===== src/verilog/swd_defines.svh =====
// constants of the staged watchdog: offsets, fields, resets, timing
// assumes a 100 mhz clock and a 32-bit register bus
`ifndef SWD_DEFINES_SVH
`define SWD_DEFINES_SVH
// clock rate and the time unit of every watchdog time setting
`define SWD_CLK_KHZ 100000
`define SWD_TICK_MS 1000
`define SWD_TICK_CYCLES (`SWD_TICK_MS * `SWD_CLK_KHZ)
// largest delay and reset time, in ticks
`define SWD_MAX_TICKS 8'hff
// register byte offsets
`define SWD_OFF_CMD 8'h00
`define SWD_OFF_DELAY 8'h04
`define SWD_OFF_RST 8'h08
`define SWD_OFF_EVT_TIME 8'h0c
`define SWD_OFF_EVT_TYPE 8'h10
`define SWD_OFF_STATUS 8'h14
`define SWD_OFF_INT_ST 8'h18
`define SWD_OFF_INT_MASK 8'h1c
`define SWD_OFF_CAPS 8'h20
// command bits
`define SWD_CMD_START 0
`define SWD_CMD_TRIGGER 1
`define SWD_CMD_STOP 2
// interrupt status bits
`define SWD_INT_EVT 0
`define SWD_INT_RST 1
`define SWD_INT_ERR 2
`define SWD_INT_W 3
// reset values
`define SWD_RST_TIME 8'h00
`define SWD_RST_MASK 3'h0
// bus responses
`define SWD_RESP_OK 2'b00
`define SWD_RESP_SLVERR 2'b10
`endif


===== src/verilog/swd_pkg.sv =====
// types of the staged watchdog
// assumes nothing beyond the constants header
package swd_pkg;
   // event chosen on reaching the event time
   typedef enum logic [1:0] {
      SWD_EVT_NONE = 2'b00,
      SWD_EVT_IRQ = 2'b01,
      SWD_EVT_SCI = 2'b10,
      SWD_EVT_PWR = 2'b11
   } swd_evt_e;
   // timer states
   typedef enum logic [1:0] {
      SWD_IDLE = 2'b00,
      SWD_RUN = 2'b01,
      SWD_EXPIRED = 2'b10
   } swd_state_e;
   // programmed settings: delay, reset and event times in ticks, and the event type
   typedef struct packed {
      logic [7:0] delay_t;
      logic [7:0] reset_t;
      logic [7:0] event_t;
      swd_evt_e etype;
   } swd_cfg_s;
   // event lines towards the host
   typedef struct packed {
      logic irq;
      logic sci;
      logic pwrbtn;
   } swd_evt_out_s;
endpackage


===== src/verilog/swd_watchdog.sv =====
// staged watchdog timer with an axi4-lite register port
// assumes one clock; the bus master keeps axi4-lite handshake order
`timescale 1ns/1ps
`include "swd_defines.svh"
module swd_watchdog #(
   parameter int unsigned TICK_CYCLES = `SWD_TICK_CYCLES,
   parameter bit EVENT_SUPPORT = 1'b1,
   parameter int unsigned ADDR_W = 8
) (
   input wire logic clk,
   input wire logic reset,
   input wire logic [ADDR_W-1:0] s_axi_awaddr,
   input wire logic s_axi_awvalid,
   output logic s_axi_awready,
   input wire logic [31:0] s_axi_wdata,
   input wire logic [3:0] s_axi_wstrb,
   input wire logic s_axi_wvalid,
   output logic s_axi_wready,
   output logic [1:0] s_axi_bresp,
   output logic s_axi_bvalid,
   input wire logic s_axi_bready,
   input wire logic [ADDR_W-1:0] s_axi_araddr,
   input wire logic s_axi_arvalid,
   output logic s_axi_arready,
   output logic [31:0] s_axi_rdata,
   output logic [1:0] s_axi_rresp,
   output logic s_axi_rvalid,
   input wire logic s_axi_rready,
   output swd_pkg::swd_evt_out_s evt_out,
   output logic board_reset_req,
   output logic irq
);
   import swd_pkg::*;

   if (ADDR_W < 8) begin : g_bad
      $error("swd_watchdog: ADDR_W below 8");
   end

   // largest event time this build accepts
   localparam logic [7:0] MAX_EVT = EVENT_SUPPORT ? `SWD_MAX_TICKS : 8'h00;

   swd_cfg_s cfg; // programmed settings
   swd_state_e state; // timer state
   logic [7:0] cnt; // elapsed ticks
   logic evt_done; // event already raised this round
   logic tick; // one-second tick
   logic [ADDR_W-1:0] aw_addr; // held write address
   logic [31:0] w_data; // held write data
   logic [3:0] w_strb; // held byte enables
   logic do_write; // address and data both held
   logic [31:0] wr_val; // write data merged over old value
   logic [32:0] wr_old; // hit flag and old value at write address
   logic [32:0] rd_word; // hit flag and value at read address
   logic [31:0] lane; // byte-enable mask
   logic wr_err; // write refused
   logic start_cmd, trig_cmd, stop_cmd; // command pulses
   logic trig_ok; // trigger accepted
   logic we_delay, we_rst, we_evt_t, we_evt_ty, we_mask; // register writes
   logic [`SWD_INT_W-1:0] int_clr; // write-one-to-clear bits
   logic [`SWD_INT_W-1:0] int_set; // events into sticky bits
   logic [`SWD_INT_W-1:0] int_st; // sticky status
   logic [`SWD_INT_W-1:0] int_mask; // interrupt mask
   logic armed; // delay time has elapsed
   logic evt_hit, rst_hit; // count reached event or reset time

   // register view for one address: hit flag and read value
   function automatic logic [32:0] reg_view(input logic [7:0] a);
      unique case (a)
         `SWD_OFF_CMD: reg_view = {1'b1, 32'h0};
         `SWD_OFF_DELAY: reg_view = {1'b1, 24'h0, cfg.delay_t};
         `SWD_OFF_RST: reg_view = {1'b1, 24'h0, cfg.reset_t};
         `SWD_OFF_EVT_TIME: reg_view = {1'b1, 24'h0, cfg.event_t};
         `SWD_OFF_EVT_TYPE: reg_view = {1'b1, 30'h0, cfg.etype};
         `SWD_OFF_STATUS: reg_view = {1'b1, 16'h0, cnt, 5'h0,
            state == SWD_EXPIRED, armed, state == SWD_RUN};
         `SWD_OFF_INT_ST: reg_view = {1'b1, 29'h0, int_st};
         `SWD_OFF_INT_MASK: reg_view = {1'b1, 29'h0, int_mask};
         // capabilities: max event, max delay/reset, event support
         `SWD_OFF_CAPS: reg_view = {1'b1, 8'h0, MAX_EVT, `SWD_MAX_TICKS,
            7'h0, EVENT_SUPPORT};
         default: reg_view = {1'b0, 32'h0};
      endcase
   endfunction

   // write address channel: take once, reopen after the response
   always_ff @(posedge clk or posedge reset) begin
      if (reset) begin
         s_axi_awready <= 1'b1;
         aw_addr <= '0;
      end else if (s_axi_awvalid && s_axi_awready) begin
         s_axi_awready <= 1'b0;
         aw_addr <= s_axi_awaddr;
      end else if (s_axi_bvalid && s_axi_bready) begin
         s_axi_awready <= 1'b1;
      end
   end

   // write data channel, independent of the address
   always_ff @(posedge clk or posedge reset) begin
      if (reset) begin
         s_axi_wready <= 1'b1;
         w_data <= 32'h0;
         w_strb <= 4'h0;
      end else if (s_axi_wvalid && s_axi_wready) begin
         s_axi_wready <= 1'b0;
         w_data <= s_axi_wdata;
         w_strb <= s_axi_wstrb;
      end else if (s_axi_bvalid && s_axi_bready) begin
         s_axi_wready <= 1'b1;
      end
   end

   assign do_write = !s_axi_awready && !s_axi_wready && !s_axi_bvalid;
   assign lane = {{8{w_strb[3]}}, {8{w_strb[2]}}, {8{w_strb[1]}}, {8{w_strb[0]}}};
   // a process, so the view follows the settings the function reads
   always_comb begin
      wr_old = reg_view(aw_addr[7:0]);
   end
   assign wr_val = (w_data & lane) | (wr_old[31:0] & ~lane);

   // write decode: enables, range checks, command pulses
   always_comb begin
      wr_err = 1'b0;
      start_cmd = 1'b0;
      trig_cmd = 1'b0;
      stop_cmd = 1'b0;
      we_delay = 1'b0;
      we_rst = 1'b0;
      we_evt_t = 1'b0;
      we_evt_ty = 1'b0;
      we_mask = 1'b0;
      int_clr = '0;
      if (do_write) begin
         unique case (aw_addr[7:0])
            // command bits act once, read back as zero
            `SWD_OFF_CMD: begin
               start_cmd = wr_val[`SWD_CMD_START];
               trig_cmd = wr_val[`SWD_CMD_TRIGGER];
               stop_cmd = wr_val[`SWD_CMD_STOP];
            end
            `SWD_OFF_DELAY: begin
               wr_err = wr_val > 32'(`SWD_MAX_TICKS);
               we_delay = !wr_err;
            end
            `SWD_OFF_RST: begin
               wr_err = wr_val > 32'(`SWD_MAX_TICKS);
               we_rst = !wr_err;
            end
            `SWD_OFF_EVT_TIME: begin
               wr_err = wr_val > 32'(MAX_EVT);
               we_evt_t = !wr_err;
            end
            // only the none type is legal without event support
            `SWD_OFF_EVT_TYPE: begin
               wr_err = (wr_val > 32'h3) || (!EVENT_SUPPORT && wr_val != 32'h0);
               we_evt_ty = !wr_err;
            end
            `SWD_OFF_INT_ST: int_clr = wr_val[`SWD_INT_W-1:0];
            `SWD_OFF_INT_MASK: we_mask = 1'b1;
            // status and capabilities are read only
            `SWD_OFF_STATUS, `SWD_OFF_CAPS: wr_err = 1'b0;
            default: wr_err = 1'b1;
         endcase
      end
   end

   // write response, slave error for a refused or unmapped write
   always_ff @(posedge clk or posedge reset) begin
      if (reset) begin
         s_axi_bvalid <= 1'b0;
         s_axi_bresp <= `SWD_RESP_OK;
      end else if (do_write) begin
         s_axi_bvalid <= 1'b1;
         s_axi_bresp <= wr_err ? `SWD_RESP_SLVERR : `SWD_RESP_OK;
      end else if (s_axi_bvalid && s_axi_bready) begin
         s_axi_bvalid <= 1'b0;
      end
   end

   // read channel: answer one cycle after the address is taken
   // a process, so read data tracks count and status as they move
   always_comb begin
      rd_word = reg_view(s_axi_araddr[7:0]);
   end
   always_ff @(posedge clk or posedge reset) begin
      if (reset) begin
         s_axi_arready <= 1'b1;
         s_axi_rvalid <= 1'b0;
         s_axi_rdata <= 32'h0;
         s_axi_rresp <= `SWD_RESP_OK;
      end else if (s_axi_arvalid && s_axi_arready) begin
         s_axi_arready <= 1'b0;
         s_axi_rvalid <= 1'b1;
         s_axi_rdata <= rd_word[31:0];
         s_axi_rresp <= rd_word[32] ? `SWD_RESP_OK : `SWD_RESP_SLVERR;
      end else if (s_axi_rvalid && s_axi_rready) begin
         s_axi_rvalid <= 1'b0;
         s_axi_arready <= 1'b1;
      end
   end

   // settings, each kept unless an accepted write changes it
   always_ff @(posedge clk or posedge reset) begin
      if (reset) begin
         cfg.delay_t <= `SWD_RST_TIME;
         cfg.reset_t <= `SWD_RST_TIME;
         cfg.event_t <= `SWD_RST_TIME;
         cfg.etype <= SWD_EVT_NONE;
      end else begin
         if (we_delay) cfg.delay_t <= wr_val[7:0];
         if (we_rst) cfg.reset_t <= wr_val[7:0];
         if (we_evt_t) cfg.event_t <= wr_val[7:0];
         if (we_evt_ty) cfg.etype <= swd_evt_e'(wr_val[1:0]);
      end
   end

   // timer conditions
   assign armed = cnt >= cfg.delay_t;
   assign trig_ok = trig_cmd && !stop_cmd && !start_cmd
      && state == SWD_RUN && armed;
   assign rst_hit = state == SWD_RUN && cnt == cfg.reset_t;
   assign evt_hit = state == SWD_RUN && cfg.etype != SWD_EVT_NONE
      && cnt == cfg.event_t && !evt_done;

   swd_prescaler #(
      .CYCLES(TICK_CYCLES)
   ) u_prescaler (
      .clk(clk),
      .reset(reset),
      .clear(start_cmd || trig_ok),
      .run(state == SWD_RUN),
      .tick(tick)
   );

   // timer state and tick count
   always_ff @(posedge clk or posedge reset) begin
      if (reset) begin
         state <= SWD_IDLE;
         cnt <= 8'h00;
         evt_done <= 1'b0;
      end else if (stop_cmd) begin
         state <= SWD_IDLE;
      end else if (start_cmd || trig_ok) begin
         state <= SWD_RUN;
         cnt <= 8'h00;
         evt_done <= 1'b0;
      end else begin
         unique case (state)
            SWD_IDLE: cnt <= cnt;
            // reset ends the round and halts the count
            SWD_RUN: begin
               if (rst_hit) begin
                  state <= SWD_EXPIRED;
               end else if (tick && cnt != 8'hff) begin
                  cnt <= cnt + 8'h01;
               end
               if (evt_hit) evt_done <= 1'b1;
            end
            SWD_EXPIRED: cnt <= cnt;
            default: state <= SWD_IDLE;
         endcase
      end
   end

   // event and board reset lines, held until a stop, a start or an accepted trigger
   always_ff @(posedge clk or posedge reset) begin
      if (reset) begin
         evt_out <= '0;
         board_reset_req <= 1'b0;
      end else if (stop_cmd || start_cmd || trig_ok) begin
         evt_out <= '0;
         board_reset_req <= 1'b0;
      end else begin
         if (rst_hit) board_reset_req <= 1'b1;
         if (evt_hit) begin
            evt_out.irq <= evt_out.irq || cfg.etype == SWD_EVT_IRQ;
            evt_out.sci <= evt_out.sci || cfg.etype == SWD_EVT_SCI;
            evt_out.pwrbtn <= evt_out.pwrbtn || cfg.etype == SWD_EVT_PWR;
         end
      end
   end

   assign int_set = {do_write && wr_err, rst_hit && !board_reset_req, evt_hit};

   swd_irq_bank #(
      .W(`SWD_INT_W)
   ) u_irq (
      .clk(clk),
      .reset(reset),
      .set(int_set),
      .clr(int_clr),
      .mask_we(we_mask),
      .mask_wdata(wr_val[`SWD_INT_W-1:0]),
      .status(int_st),
      .mask(int_mask),
      .irq(irq)
   );
endmodule // swd_watchdog


===== src/verilog/swd_prescaler.sv =====
// one-second tick generator for the watchdog counter
// assumes clear and run come from logic on the same clock
`timescale 1ns/1ps
module swd_prescaler #(
   parameter int unsigned CYCLES = 100
) (
   input wire logic clk,
   input wire logic reset,
   input wire logic clear,
   input wire logic run,
   output logic tick
);
   localparam int unsigned W = $clog2(CYCLES);
   localparam logic [W-1:0] LAST = W'(CYCLES - 1);
   // refuse a period the counter cannot serve
   if (CYCLES < 2) begin : g_bad
      $error("swd_prescaler: CYCLES below 2");
   end
   logic [W-1:0] count; // cycles within the current tick
   // count cycles while running, restart on clear
   always_ff @(posedge clk or posedge reset) begin
      if (reset) begin
         count <= '0;
         tick <= 1'b0;
      end else if (clear || !run) begin
         count <= '0;
         tick <= 1'b0;
      end else if (count == LAST) begin
         count <= '0;
         tick <= 1'b1;
      end else begin
         count <= count + W'(1);
         tick <= 1'b0;
      end
   end
endmodule // swd_prescaler


===== src/verilog/swd_irq_bank.sv =====
// sticky status bits with a mask, driving one level interrupt
// assumes set and clear pulses from logic on the same clock
`timescale 1ns/1ps
`include "swd_defines.svh"
module swd_irq_bank #(
   parameter int unsigned W = 3
) (
   input wire logic clk,
   input wire logic reset,
   input wire logic [W-1:0] set,
   input wire logic [W-1:0] clr,
   input wire logic mask_we,
   input wire logic [W-1:0] mask_wdata,
   output logic [W-1:0] status,
   output logic [W-1:0] mask,
   output logic irq
);
   if (W < 1) begin : g_bad
      $error("swd_irq_bank: W below 1");
   end
   // sticky bits, write one to clear, a new event wins over the clear
   always_ff @(posedge clk or posedge reset) begin
      if (reset) begin
         status <= '0;
      end else begin
         status <= (status & ~clr) | set;
      end
   end
   // mask register
   always_ff @(posedge clk or posedge reset) begin
      if (reset) begin
         mask <= W'(`SWD_RST_MASK);
      end else if (mask_we) begin
         mask <= mask_wdata;
      end
   end
   // registered interrupt level
   always_ff @(posedge clk or posedge reset) begin
      if (reset) begin
         irq <= 1'b0;
      end else begin
         irq <= |(status & mask);
      end
   end
endmodule // swd_irq_bank


===== config.mk =====
export PLATFORM = sky130hd
export DESIGN_NAME = swd_watchdog
export DESIGN_NICKNAME = d
export VERILOG_FILES = /design/src/verilog/swd_pkg.sv /design/src/verilog/swd_watchdog.sv /design/src/verilog/swd_prescaler.sv /design/src/verilog/swd_irq_bank.sv
export VERILOG_INCLUDE_DIRS = /design/src /design/src/verilog
export SDC_FILE = /design/constraint.sdc
export NUM_CORES = 1
export LEC_CHECK = 0
export BUFFER_PORTS_ARGS = -buffer_cell sky130_fd_sc_hd__buf_2
export CORE_ASPECT_RATIO = 1.75
export CORE_MARGIN = 10
export CORE_UTILIZATION = 30
export DETAILED_ROUTE_END_ITERATION = 8
export HOLD_SLACK_MARGIN = 0.12
export PLACE_DENSITY = 0.58
export SYNTH_ARGS = -nofsm -noshare
export SYNTH_HDL_FRONTEND = slang
export SYNTH_SLANG_ARGS = --single-unit

===== constraint.sdc =====
create_clock -name clk -period 4.9 [get_ports clk]
set_input_delay 0 -clock clk [delete_from_list [all_inputs] [get_ports clk]]
set_output_delay 0 -clock clk [all_outputs]
set_load 0.05 [all_outputs]

# After elaboration in Yosys (flattened, before gate mapping)
# Index checks and enable logic that the tools add are counted.
dict set report op_classes {
  div 0
  magnitude_cmp 3
  n_eq_ne 28
  multipliers 0
  shifts 0
  n_mux 52
  bitwise 9
  n_reduce_logical 55
  addsub 2
}
# op n
set op_table {}
lappend op_table {{one-hot mux 33 bit (9 select lines)} 1}
lappend op_table {{one-hot mux 24 bit (9 select lines)} 1}
lappend op_table {{AND 32 bit} 2}
lappend op_table {{equality test 8 x 5 -> 1 bit, second input constant} 8}
lappend op_table {{two-way mux 27 bit} 2}
lappend op_table {{two-way mux 1 bit} 33}
lappend op_table {{equality test 8 x 4 -> 1 bit, second input constant} 4}
lappend op_table {{> comparator 32 x 2 -> 1 bit, second input constant} 1}
lappend op_table {{> comparator 32 x 8 -> 1 bit, second input constant} 1}
lappend op_table {{two-way mux 8 bit} 4}
lappend op_table {{inverter 32 bit} 1}
lappend op_table {{bitwise OR 32 bit} 1}
lappend op_table {{adder 27 x 1 -> 27 bit, second input constant} 1}
lappend op_table {{equality test 27 bit, second input constant} 1}
lappend op_table {{nonzero test 2 bit} 10}
lappend op_table {{logical AND 1 bit} 18}
lappend op_table {{equality test 8 x 3 -> 1 bit, second input constant} 2}
lappend op_table {{equality test 8 x 6 -> 1 bit, second input constant} 2}
lappend op_table {{equality test 8 bit} 2}
lappend op_table {{zero test 8 bit} 2}
lappend op_table {{two-way mux 3 bit} 4}
lappend op_table {{zero test 1 bit} 10}
lappend op_table {{two-way mux 2 bit} 5}
lappend op_table {{adder 8 x 1 -> 8 bit, second input constant} 1}
lappend op_table {{other kinds (21)} 32}
dict set report totals {
  ramBits 0
  out_inout_bits 46
  ff_bits 161
  mem_count 0
  elab_cells 176
  latchBits 0
  romBits 0
}

# Depth between registers and ports, before layout
# Gate-level depths: netlist (run 1).
dict set report logic_depth {
  depth_word 14
  ltp_mapped 11
  depth_no_buf 9
}

# Hierarchy
# Synthesis (run 1) repeated with hierarchy kept, for this count alone.
dict set report hier_totals {
  cells_unflattened 718
  area_unflattened_um2 7843.8
}
# module area_per_inst_um2 instances cells_each
set modules_own_cells {}
lappend modules_own_cells {swd_watchdog 6009.5 1 534}
lappend modules_own_cells {swd_prescaler 1572.8 1 165}
lappend modules_own_cells {swd_irq_bank 261.5 1 19}

# Worst setup path after synthesis (run 1)
# No wires, ideal clock.
dict set report synth_timing {
  path_type {register -> register}
  start {register aw_addr[6]}
  end {register u_prescaler.count[15]}
  arrival_ps 2335
  slack_ps 2446
  setup_ps 119
  stages_incl_launch_ff 9
  n_path_buf 1
  cell_sequence {dfrtp_1 > or4_1 > or4_4 > a41oi_2 > a2bb2oi_2 > a21oi_2 > o211ai_4 > buf_6 > nor2_1}
}
dict set report synth_via {
  elab_chain_cells 14
}
# item line_no
set synth_rtl {}
lappend synth_rtl {{start: declaration} swd_watchdog.sv:47} ;# logic [ADDR_W-1:0] aw_addr;
lappend synth_rtl {{start signal: assignment} swd_watchdog.sv:92} ;# aw_addr <= s_axi_awaddr;
lappend synth_rtl {{equality test 8 x 6 -> 1 bit (tied with other cells)} swd_watchdog.sv:68} ;# unique case (a)
lappend synth_rtl {{one-hot mux 24 bit (9 select lines)} swd_watchdog.sv:68}
lappend synth_rtl {{AND 32 bit} swd_watchdog.sv:119} ;# assign wr_val = (w_data & lane) | (wr_old[31:0] & ~lane);
lappend synth_rtl {{bitwise OR 32 bit} swd_watchdog.sv:119}
lappend synth_rtl {{two-way mux 1 bit} swd_watchdog.sv:134} ;# unique case (aw_addr[7:0])
lappend synth_rtl {{two-way mux 1 bit} swd_watchdog.sv:133} ;# if (do_write) begin
lappend synth_rtl {{zero test 1 bit} swd_watchdog.sv:219} ;# assign trig_ok = trig_cmd && !stop_cmd && !start_cmd
lappend synth_rtl {{logical AND 1 bit (2 in series)} swd_watchdog.sv:219}
lappend synth_rtl {{logical AND 1 bit (2 in series)} swd_watchdog.sv:220} ;# && state == SWD_RUN && armed;
lappend synth_rtl {{logical OR 1 bit (*)} swd_watchdog.sv:230} ;# .clear(start_cmd || trig_ok),
lappend synth_rtl {{logical OR 1 bit (*)} swd_prescaler.sv:25} ;# end else if (clear || !run) begin
lappend synth_rtl {{two-way mux 27 bit (*)} swd_prescaler.sv:25}
lappend synth_rtl {{end signal: assignment} swd_prescaler.sv:32} ;# count <= count + W'(1);
lappend synth_rtl {{end: declaration} swd_prescaler.sv:19} ;# logic [W-1:0] count;
# Every way passes the cells marked *; elsewhere a longest branch is shown, timed or not.
# A chain may end at the register's enable or synchronous reset.

# Final worst setup path (run 1)
dict set report layout_timing {
  start {register aw_addr[2]}
  end {register u_prescaler.count[6]}
}
# Same word-level chain as after synthesis.

==> results of run 1 <==
## state kept, by name, summed over array words and instances, names as in the netlist, 2 cells and up
register / flops
cnt: 8
w_data: 32
evt_out: 3
w_strb: 4
u_prescaler.count: 27
u_irq.mask: 3
s_axi_rdata: 17
state: 2
cfg: 26
u_irq.status: 3
aw_addr: 8
## cell families (layout without fill, tap and decap cells)
family                   Yosys count  after routing  synth area share
other                              1             11         0.0004999
buffers and inverters             71            205           0.05670
AND/OR/NAND/NOR                  239            239            0.1631
XOR/XNOR                          48             48           0.05604
multiplexers                      77             77            0.1164
adder cells (fa/ha/maj)           10             10           0.01668
flip-flops                       144            144            0.4808
AO/OA/AOI/OAI                    111            111            0.1097
## per-stage QoR
| step | cell area, µm² | instances |
|---|---|---|
| 6_report | 9190 | 1157 |
| 2_1_floorplan | 7536 | 710 |
| 3_3_place_gp | 8089 | 1071 |
| 5_1_grt | 9190 | 1157 |
| 3_5_place_dp | 8089 | 1071 |
| 4_1_cts | 9188 | 1156 |
## area by class of cell
type / count / area share
multi-input cells: 495 / 0.3812
repair buffers: 151 / 0.1122
inverters: 22 / 0.009530
flip-flops and latches: 144 / 0.3925
diodes: 1 / 0.0002723
clock inverters: 11 / 0.01280
well taps: 312 / 0.04248
clock buffers: 21 / 0.04901
## path summary, 6_finish.rpt
path | end | cells past startpoint | startpoint
min | s_axi_rdata[22] | 4 | s_axi_araddr[7]
min in group asynchronous | cfg[15] | 3 | reset
max in group asynchronous | w_data[27] | 4 | reset
max | u_prescaler.count[6] | 7 | aw_addr[2]
max reg2reg | u_prescaler.count[6] | 7 | aw_addr[2]
min reg2reg | s_axi_rdata[0] | 1 | s_axi_rdata[0]
## report_power, final
part / switching [mW] / total (mW) / internal [mW]
clock: 0.510 / 1.27 / 0.760
combinational: 0.567 / 1.02 / 0.449
sequential: 0.293 / 1.73 / 1.44
total: 1.37 / 4.02 / 2.65
## synth_stat cells (all sizes together), types with 6 or more instances
library cell / count / share of area
mux2i: 7 / 0.0093
buf: 29 / 0.029
a22oi: 7 / 0.0070
dfrtp: 141 / 0.47
xnor2: 17 / 0.020
a21oi: 17 / 0.012
mux2: 69 / 0.10
nand4: 15 / 0.013
and3: 12 / 0.010
nor3: 17 / 0.011
xor2: 31 / 0.036
inv: 22 / 0.011
a222oi: 8 / 0.011
nor4: 17 / 0.015
a221o: 8 / 0.011
nand2b: 6 / 0.0050
ha: 10 / 0.017
o21ai: 25 / 0.017
nand2: 53 / 0.027
o31ai: 8 / 0.0080
clkbuf: 19 / 0.012
nor2: 59 / 0.030
nand3: 28 / 0.019
## routing by layer
metal | global-route usage | up-vias | wire (µm)
met5 | 0 | - | 0
met4 | 0.05732 | 0 | 486
met3 | 0.03045 | 32 | 1010
met2 | 0.2398 | 175 | 11560
met1 | 0.1305 | 2849 | 7641
li1 | - | 2777 | -
## what timing repair did
item | in CTS | in global routing
endpoints found under the setup margin | 0 | 0
endpoints found under the hold margin | 143 | 0
hold buffers | 53 | 0
## worst max-delay path, cell delays in order (launching register included)
cell and delay (ns):
sky130_fd_sc_hd__dfrtp_1 0.97, sky130_fd_sc_hd__nor2b_1 0.56, sky130_fd_sc_hd__nand3_1 0.20, sky130_fd_sc_hd__a41oi_2 0.27
sky130_fd_sc_hd__a2bb2oi_2 0.24, sky130_fd_sc_hd__a21oi_2 0.12, sky130_fd_sc_hd__nor2_1 0.60, sky130_fd_sc_hd__nor3_1 0.13
==> impl_metrics.ini, run 1 <==
[cts]
cts_tree = built
clock_tree.root_cell = sky130_fd_sc_hd__clkbuf_16
cts.sink_count = 144
post_cts.resized_instances = 0
cts_setup_buffers = 0
clk_path_buf_depth = 2
cts.clk_slew.worst_paths_ns = 0.06
numCtsBuffers = 17
worst_skew_pair.late_latency_ns = 0.42
ctsHtreeMaxLevel = 4

[global_route]
vias_in_the_first_global_route = 6164
remaining_global_route_overflow = 0
antenna_violations_before_repair = 1
grt_first_pass_wirelength_um = 33310
pin_count_of_the_biggest_net_entering_global_routing = 97
overall_fraction_of_global_route_tracks_in_use = 0.1282

[timing]
maxClockFrequency_mhz = 308.9
fin_skew_ns = 0.01022
worst_margin_pin_slew_ns = 1.103
worst_slack_ns = 1.663
final-setup-viol-count = 0
setup-tns-final_ns = 0
hold_viol = 0
period_share = 0.6606
fin_worst_hold_slack_ns = 0.1458
grt_setup_unrepaired = no
post-route-min-period_ns = 3.237
final-max-slew-violation-count = 0
remaining_max_slew_budget_at_the_tightest_pin = 0.2577

[placement]
buffers_on_ports = 94
dpl_worst_slack_ns = 1.707
detailed_place_hpwl_um = 15520
place_congestion = 0.8978

[critical_path]
critPathCaptureType = flop
cp_max_fo = 26
worstPathRequired_ns = 5.17
timing.critical_path.from_type = flop
worst-endpoint-arrival_ns = 3.51
r2r_setup_slack_ns = 1.66
timing_worst_setup_path_type = reg -> reg

[logic_synthesis]
number_of_flops_mapped_to_enable_cells_by_yosys = 0
async_reset_ff_frac = 1.000
syn-cell-area_um2 = 7502
yosysSeqAreaShare = 0.4808
ys_seq_elements = 144
synthesis.yosys.warnings = 0
synth_area_per_cell_um2 = 10.70
ys_dominant_reg_cell = sky130_fd_sc_hd__dfrtp_1
postSynthCellCount = 701
netlist-cell-type-count = 75

[floorplan]
io_pins = 105
fp.coreArea_um2 = 24630
initial_core_utilization = 0.3046
row_count = 76
fp.dieH_um = 229.2
die_area_um2 = 31980
die_w_um = 139.5

[power]
leakage_nw = 4.116
post-layout-total-power_mw = 4.018
total_power_per_unit_cell_area_nw_per_um2 = 437.2
power.ir.vdd_worst_v = 0.0002637

[routing]
avgViaCountPerCell = 5.041
final_wirelength_um = 20700
drt_drc_violations_left = 0
antenna_violating_nets_post_route = 0
drtIter0Drc = 294
routedWlPerCell_um = 17.89
detail_route.first_pass.iterations = 5
num_vias = 5833

[layout]
multi_input_comb_area_um2 = 3503
fraction_of_final_layout_cells_sized_beyond_drive_strength_1 = 0.2630
regArea_um2 = 3607
num-nets-final = 900
final_common_cell = sky130_fd_sc_hd__dfrtp_1
fill_cells = 2397
layout_utilization = 0.3731
layout-area-overhead-vs-synth_pct = 22.50
layout.cells.most_common_list = sky130_fd_sc_hd__dfrtp_1 (141), sky130_fd_sc_hd__buf_2 (94), sky130_fd_sc_hd__mux2_2 (69)

[worst_hold_path]
hold_class = in -> reg

[job]
cap_violations = 0

[status]
status = completed
(Power assumes the default switching activity.)
==> run 2, diff against run 1 <==
==> constraint.sdc (replaced) <==
create_clock -name clk -period 2.98 [get_ports clk]
set_input_delay 0 -clock clk [delete_from_list [all_inputs] [get_ports clk]]
set_output_delay 0 -clock clk [all_outputs]
set_load 0.05 [all_outputs]
==> impl_metrics.ini, run 2 (synthesized netlist as in run 1, its figures left out) <==
[placement]
place_congestion = 0.9225
buffers_on_ports = 94
detailed_place_hpwl_um = 16190

[power]
total_power_per_unit_cell_area_nw_per_um2 = 729.5
power.ir.vdd_worst_v = 0.0004234
leakage_nw = 4.303

[routing]
drtIter0Drc = 317
avgViaCountPerCell = 5.004
routedWlPerCell_um = 17.70
detail_route.first_pass.iterations = 5
num_vias = 5950
final_wirelength_um = 21040
drt_drc_violations_left = 0
antenna_violating_nets_post_route = 0

[floorplan]
die_area_um2 = 31980
io_pins = 105
fp.coreArea_um2 = 24630
die_w_um = 139.5
fp.dieH_um = 229.2
row_count = 76
initial_core_utilization = 0.3046

[timing]
worst_margin_pin_slew_ns = 0.8749
maxClockFrequency_mhz = 345.6
remaining_max_slew_budget_at_the_tightest_pin = 0.4155
period_share = 0.9711
final-setup-viol-count = 0
fin_skew_ns = 0.01357
grt_setup_unrepaired = no
setup-tns-final_ns = 0
hold_viol = 0
post-route-min-period_ns = 2.894
final-max-slew-violation-count = 0

[layout]
largest_reg_flops = 32
num-nets-final = 934
layout_utilization = 0.3862
fraction_of_final_layout_cells_sized_beyond_drive_strength_1 = 0.2965
num_antenna_cells = 0
largest_registers = w_data (32), u_prescaler.count (27), cfg (26)
regMostFlops = w_data
layout.cells.most_common_list = sky130_fd_sc_hd__dfrtp_1 (140), sky130_fd_sc_hd__buf_2 (94), sky130_fd_sc_hd__mux2_2 (69)
layout-area-overhead-vs-synth_pct = 26.77
final_common_cell = sky130_fd_sc_hd__dfrtp_1

[job]
cap_violations = 0

[cts]
cts.clk_slew.worst_paths_ns = 0.06
clock_tree.root_cell = sky130_fd_sc_hd__clkbuf_16
cts.sink_count = 144
cts_tree = built
clk_path_buf_depth = 2
numCtsBuffers = 17
ctsHtreeMaxLevel = 4
cts_setup_buffers = 0
worst_skew_pair.late_latency_ns = 0.44

[global_route]
antenna_violations_before_repair = 0
grt_first_pass_wirelength_um = 33820
remaining_global_route_overflow = 0
overall_fraction_of_global_route_tracks_in_use = 0.1321
pin_count_of_the_biggest_net_entering_global_routing = 49
vias_in_the_first_global_route = 6205

[status]
status = completed

[critical_path]
critPathCaptureType = flop
worstPathRequired_ns = 3.30
worst-endpoint-arrival_ns = 3.21
timing_worst_setup_path_type = reg -> reg
cp_max_fo = 9
timing.critical_path.from_type = flop

[worst_hold_path]
hold_class = in -> reg
[run 2: cell types whose count changed in the layout (fill, tap and decap cells not counted), moves of 2 or more]
cell	delta
sky130_fd_sc_hd__buf_4	+31
sky130_fd_sc_hd__buf_12	+3
sky130_fd_sc_hd__clkbuf_1	-2
sky130_fd_sc_hd__clkinv_2	-2
[run 2: critical path, stage by stage (launching register included)]
cell                       delay (ns)
sky130_fd_sc_hd__dfrtp_1         0.37
sky130_fd_sc_hd__buf_4           0.15
sky130_fd_sc_hd__or4b_2          0.71
sky130_fd_sc_hd__a211oi_1        0.40
sky130_fd_sc_hd__o21ai_0         0.13
sky130_fd_sc_hd__and3_1          0.31
sky130_fd_sc_hd__nand4b_2        0.32
sky130_fd_sc_hd__mux2_2          0.39
[run 2: worst paths after layout]
check | startpoint | to | slack [ns] | cells past startpoint
max in group asynchronous | reset | s_axi_arready | 1.89 | 4
max reg2reg | aw_addr[7] | cfg[11] | 0.09 | 7
min in group asynchronous | reset | w_data[5] | 0.29 | 3
max | aw_addr[7] | cfg[11] | 0.09 | 7
min reg2reg | s_axi_rdata[1] | s_axi_rdata[1] | 0.47 | 2
min | s_axi_araddr[7] | s_axi_rdata[0] | 0.13 | 5
[run 2: repair_timing]
item                                    CTS  global route
hold buffers                             53             0
resized for setup                         0             3
endpoints found under the hold margin    83             0
endpoints found under the setup margin    0            31
[run 2: per-layer routing]
metal,vias to the layer above,GRT usage,part of all wire
met4,0,0.06736,0.033
met5,-,0,0
met3,37,0.03170,0.044
met2,147,0.2411,0.54
li1,2858,-,-
met1,2908,0.1362,0.38
[run 2: final cells by class]
cell class	count	area, µm²
multi-input combinational	495	3508
clock buffer	18	429.2
inverter	22	86.33
clock inverter	13	163.9
fill	2384	15120
timing repair buffer	185	1324
tap	312	390.4
sequential	144	3608
[run 2: per-stage QoR]
step	hold WS, ns	instances	power, mW	area, µm²	setup WS, ns
2_1_floorplan	0.05826	710	4.123	7540	0.5264
4_1_cts	0.1275	1189	6.998	9504	0.08826
3_3_place_gp	0.1592	1105	4.697	8381	0.1367
3_5_place_dp	0.1627	1105	4.736	8381	0.1195
6_report	0.1306	1189	6.938	9510	0.08622
5_1_grt	0.1396	1189	7.310	9510	0.007571
[run 2: where the power goes]
group          leakage, nW  internal [mW]  switching [mW]
clock network        0.287           1.31           0.857
registers             1.88           2.37           0.391
logic                 2.14          0.917            1.09
==> run 3, diff against run 2 <==
--- a/config.mk
+++ b/config.mk
@@ -11,8 +11,10 @@
 export CORE_MARGIN = 10
 export CORE_UTILIZATION = 30
 export DETAILED_ROUTE_END_ITERATION = 8
+export GPL_ROUTABILITY_DRIVEN = 0
 export HOLD_SLACK_MARGIN = 0.12
 export PLACE_DENSITY = 0.58
+export RECOVER_POWER = 25
 export SYNTH_ARGS = -nofsm -noshare
 export SYNTH_HDL_FRONTEND = slang
 export SYNTH_SLANG_ARGS = --single-unit
==> impl_metrics.ini, run 3 (synthesized netlist as in run 1, its figures left out) <==
[status]
status = finished, violations left
failing_checks = max-capacitance violations, max-slew violations

[timing]
final-max-slew-violation-count = 37
final-setup-viol-count = 0
fin_skew_ns = 0.01262
maxClockFrequency_mhz = 343.5
period_share = 0.9770
hold_viol = 0
grt_setup_unrepaired = no
remaining_max_slew_budget_at_the_tightest_pin = -0.1595
fin_worst_hold_slack_ns = 0.1304
worst_margin_pin_slew_ns = 1.730
post-route-min-period_ns = 2.911
worst_slack_ns = 0.06868
setup-tns-final_ns = 0

[cts]
worst_skew_pair.late_latency_ns = 0.44
cts_setup_buffers = 0
ctsHtreeMaxLevel = 4
cts.sink_count = 144
numCtsBuffers = 17
clk_path_buf_depth = 2
clock_tree.root_cell = sky130_fd_sc_hd__clkbuf_16
cts.clk_slew.worst_paths_ns = 0.06
cts_tree = built

[global_route]
remaining_global_route_overflow = 0
overall_fraction_of_global_route_tracks_in_use = 0.1321
antenna_violations_before_repair = 0
pin_count_of_the_biggest_net_entering_global_routing = 49
grt_first_pass_wirelength_um = 33820
vias_in_the_first_global_route = 6205

[floorplan]
row_count = 76
fp.coreArea_um2 = 24630
fp.dieH_um = 229.2
die_area_um2 = 31980
io_pins = 105
initial_core_utilization = 0.3046
die_w_um = 139.5

[layout]
regMostFlops = w_data
layout.cells.most_common_list = sky130_fd_sc_hd__dfrtp_1 (140), sky130_fd_sc_hd__mux2_2 (69), sky130_fd_sc_hd__buf_2 (69)
layout-area-overhead-vs-synth_pct = 26.07
largest_registers = w_data (32), u_prescaler.count (27), cfg (26)
layout.cell_area.non_filler_um2 = 9458
num_antenna_cells = 0
fraction_of_final_layout_cells_sized_beyond_drive_strength_1 = 0.2668
layout_utilization = 0.3840
largest_reg_flops = 32
stdcell_count = 1189
num-nets-final = 934
final_common_cell = sky130_fd_sc_hd__dfrtp_1

[critical_path]
worst-endpoint-arrival_ns = 3.23
timing.critical_path.from_type = flop
cp_max_fo = 9
critPathCaptureType = flop
timing_worst_setup_path_type = reg -> reg
worstPathRequired_ns = 3.30

[routing]
routedWlPerCell_um = 17.75
avgViaCountPerCell = 4.998
antenna_violating_nets_post_route = 0
detail_route.first_pass.iterations = 5
drtIter0Drc = 320
num_vias = 5943
final_wirelength_um = 21100
drt_drc_violations_left = 0

[placement]
buffers_on_ports = 94
dpl_worst_slack_ns = 0.1195
detailed_place_hpwl_um = 16190
dp.cells = 1105
place_area_um2 = 8381

[worst_hold_path]
hold_class = in -> reg

[power]
total_power_per_unit_cell_area_nw_per_um2 = 732.5
post-layout-total-power_mw = 6.928
power.ir.vdd_worst_v = 0.0004242
leakage_nw = 4.194

[job]
cap_violations = 1
## run 3: cell count changes in the layout (fill, tap and decap cells not counted)
cell	delta
sky130_fd_sc_hd__buf_2	-25
sky130_fd_sc_hd__buf_12	-1
sky130_fd_sc_hd__clkbuf_2	+1
sky130_fd_sc_hd__clkbuf_1	+26
sky130_fd_sc_hd__clkinvlp_4	-1
sky130_fd_sc_hd__buf_4	-1
sky130_fd_sc_hd__clkinvlp_2	+1
## run 3: worst paths after layout
| path | to | cells after the start | from | slack [ns] |
|---|---|---|---|---|
| worst max-delay path | cfg[11] | 7 | aw_addr[7] | 0.07 |
| worst min-delay path | s_axi_rdata[0] | 5 | s_axi_araddr[7] | 0.13 |
| worst max register to register | cfg[11] | 7 | aw_addr[7] | 0.07 |
| worst min register to register | s_axi_rdata[0] | 1 | s_axi_rdata[0] | 0.47 |
| max in group asynchronous | aw_addr[2] | 4 | reset | 0.62 |
| min in group asynchronous | w_data[5] | 3 | reset | 0.55 |
## run 3: layout make-up
type,instances,area [µm²]
Multi-Input combinational cell,495,3508
Tap cell,312,390.4
Timing Repair Buffer,185,1274
Inverter,22,83.83
Fill cell,2393,15170
Clock inverter,13,163.9
Clock buffer,18,429.2
Sequential cell,144,3608
## run 3: repair_timing
| item | in CTS | in global routing |
|---|---|---|
| gates resized for setup | 0 | 3 |
| setup endpoints to repair | 0 | 31 |
| hold buffers | 53 | 0 |
| hold endpoints to repair | 83 | 0 |
## run 3: where the power goes
part	total [mW]	internal [mW]	switching, mW
Clock	2.17	1.31	0.859
Combinational	2.00	0.905	1.09
Sequential	2.76	2.37	0.390
## run 3: metal layers
metal	vias up	part of all wire	track usage
met5	-	0	0
met4	0	0.033	0.06736
met3	40	0.047	0.03170
met2	165	0.54	0.2411
met1	2889	0.38	0.1362
li1	2849	-	-
## run 3: critical path, cell delays in order, from the launching register on
cell and delay, ns:
sky130_fd_sc_hd__dfrtp_1 0.37, sky130_fd_sc_hd__buf_4 0.15, sky130_fd_sc_hd__or4b_2 0.71, sky130_fd_sc_hd__a211oi_1 0.40
sky130_fd_sc_hd__o21ai_0 0.13, sky130_fd_sc_hd__and3_1 0.31, sky130_fd_sc_hd__nand4b_2 0.33, sky130_fd_sc_hd__mux2_2 0.39
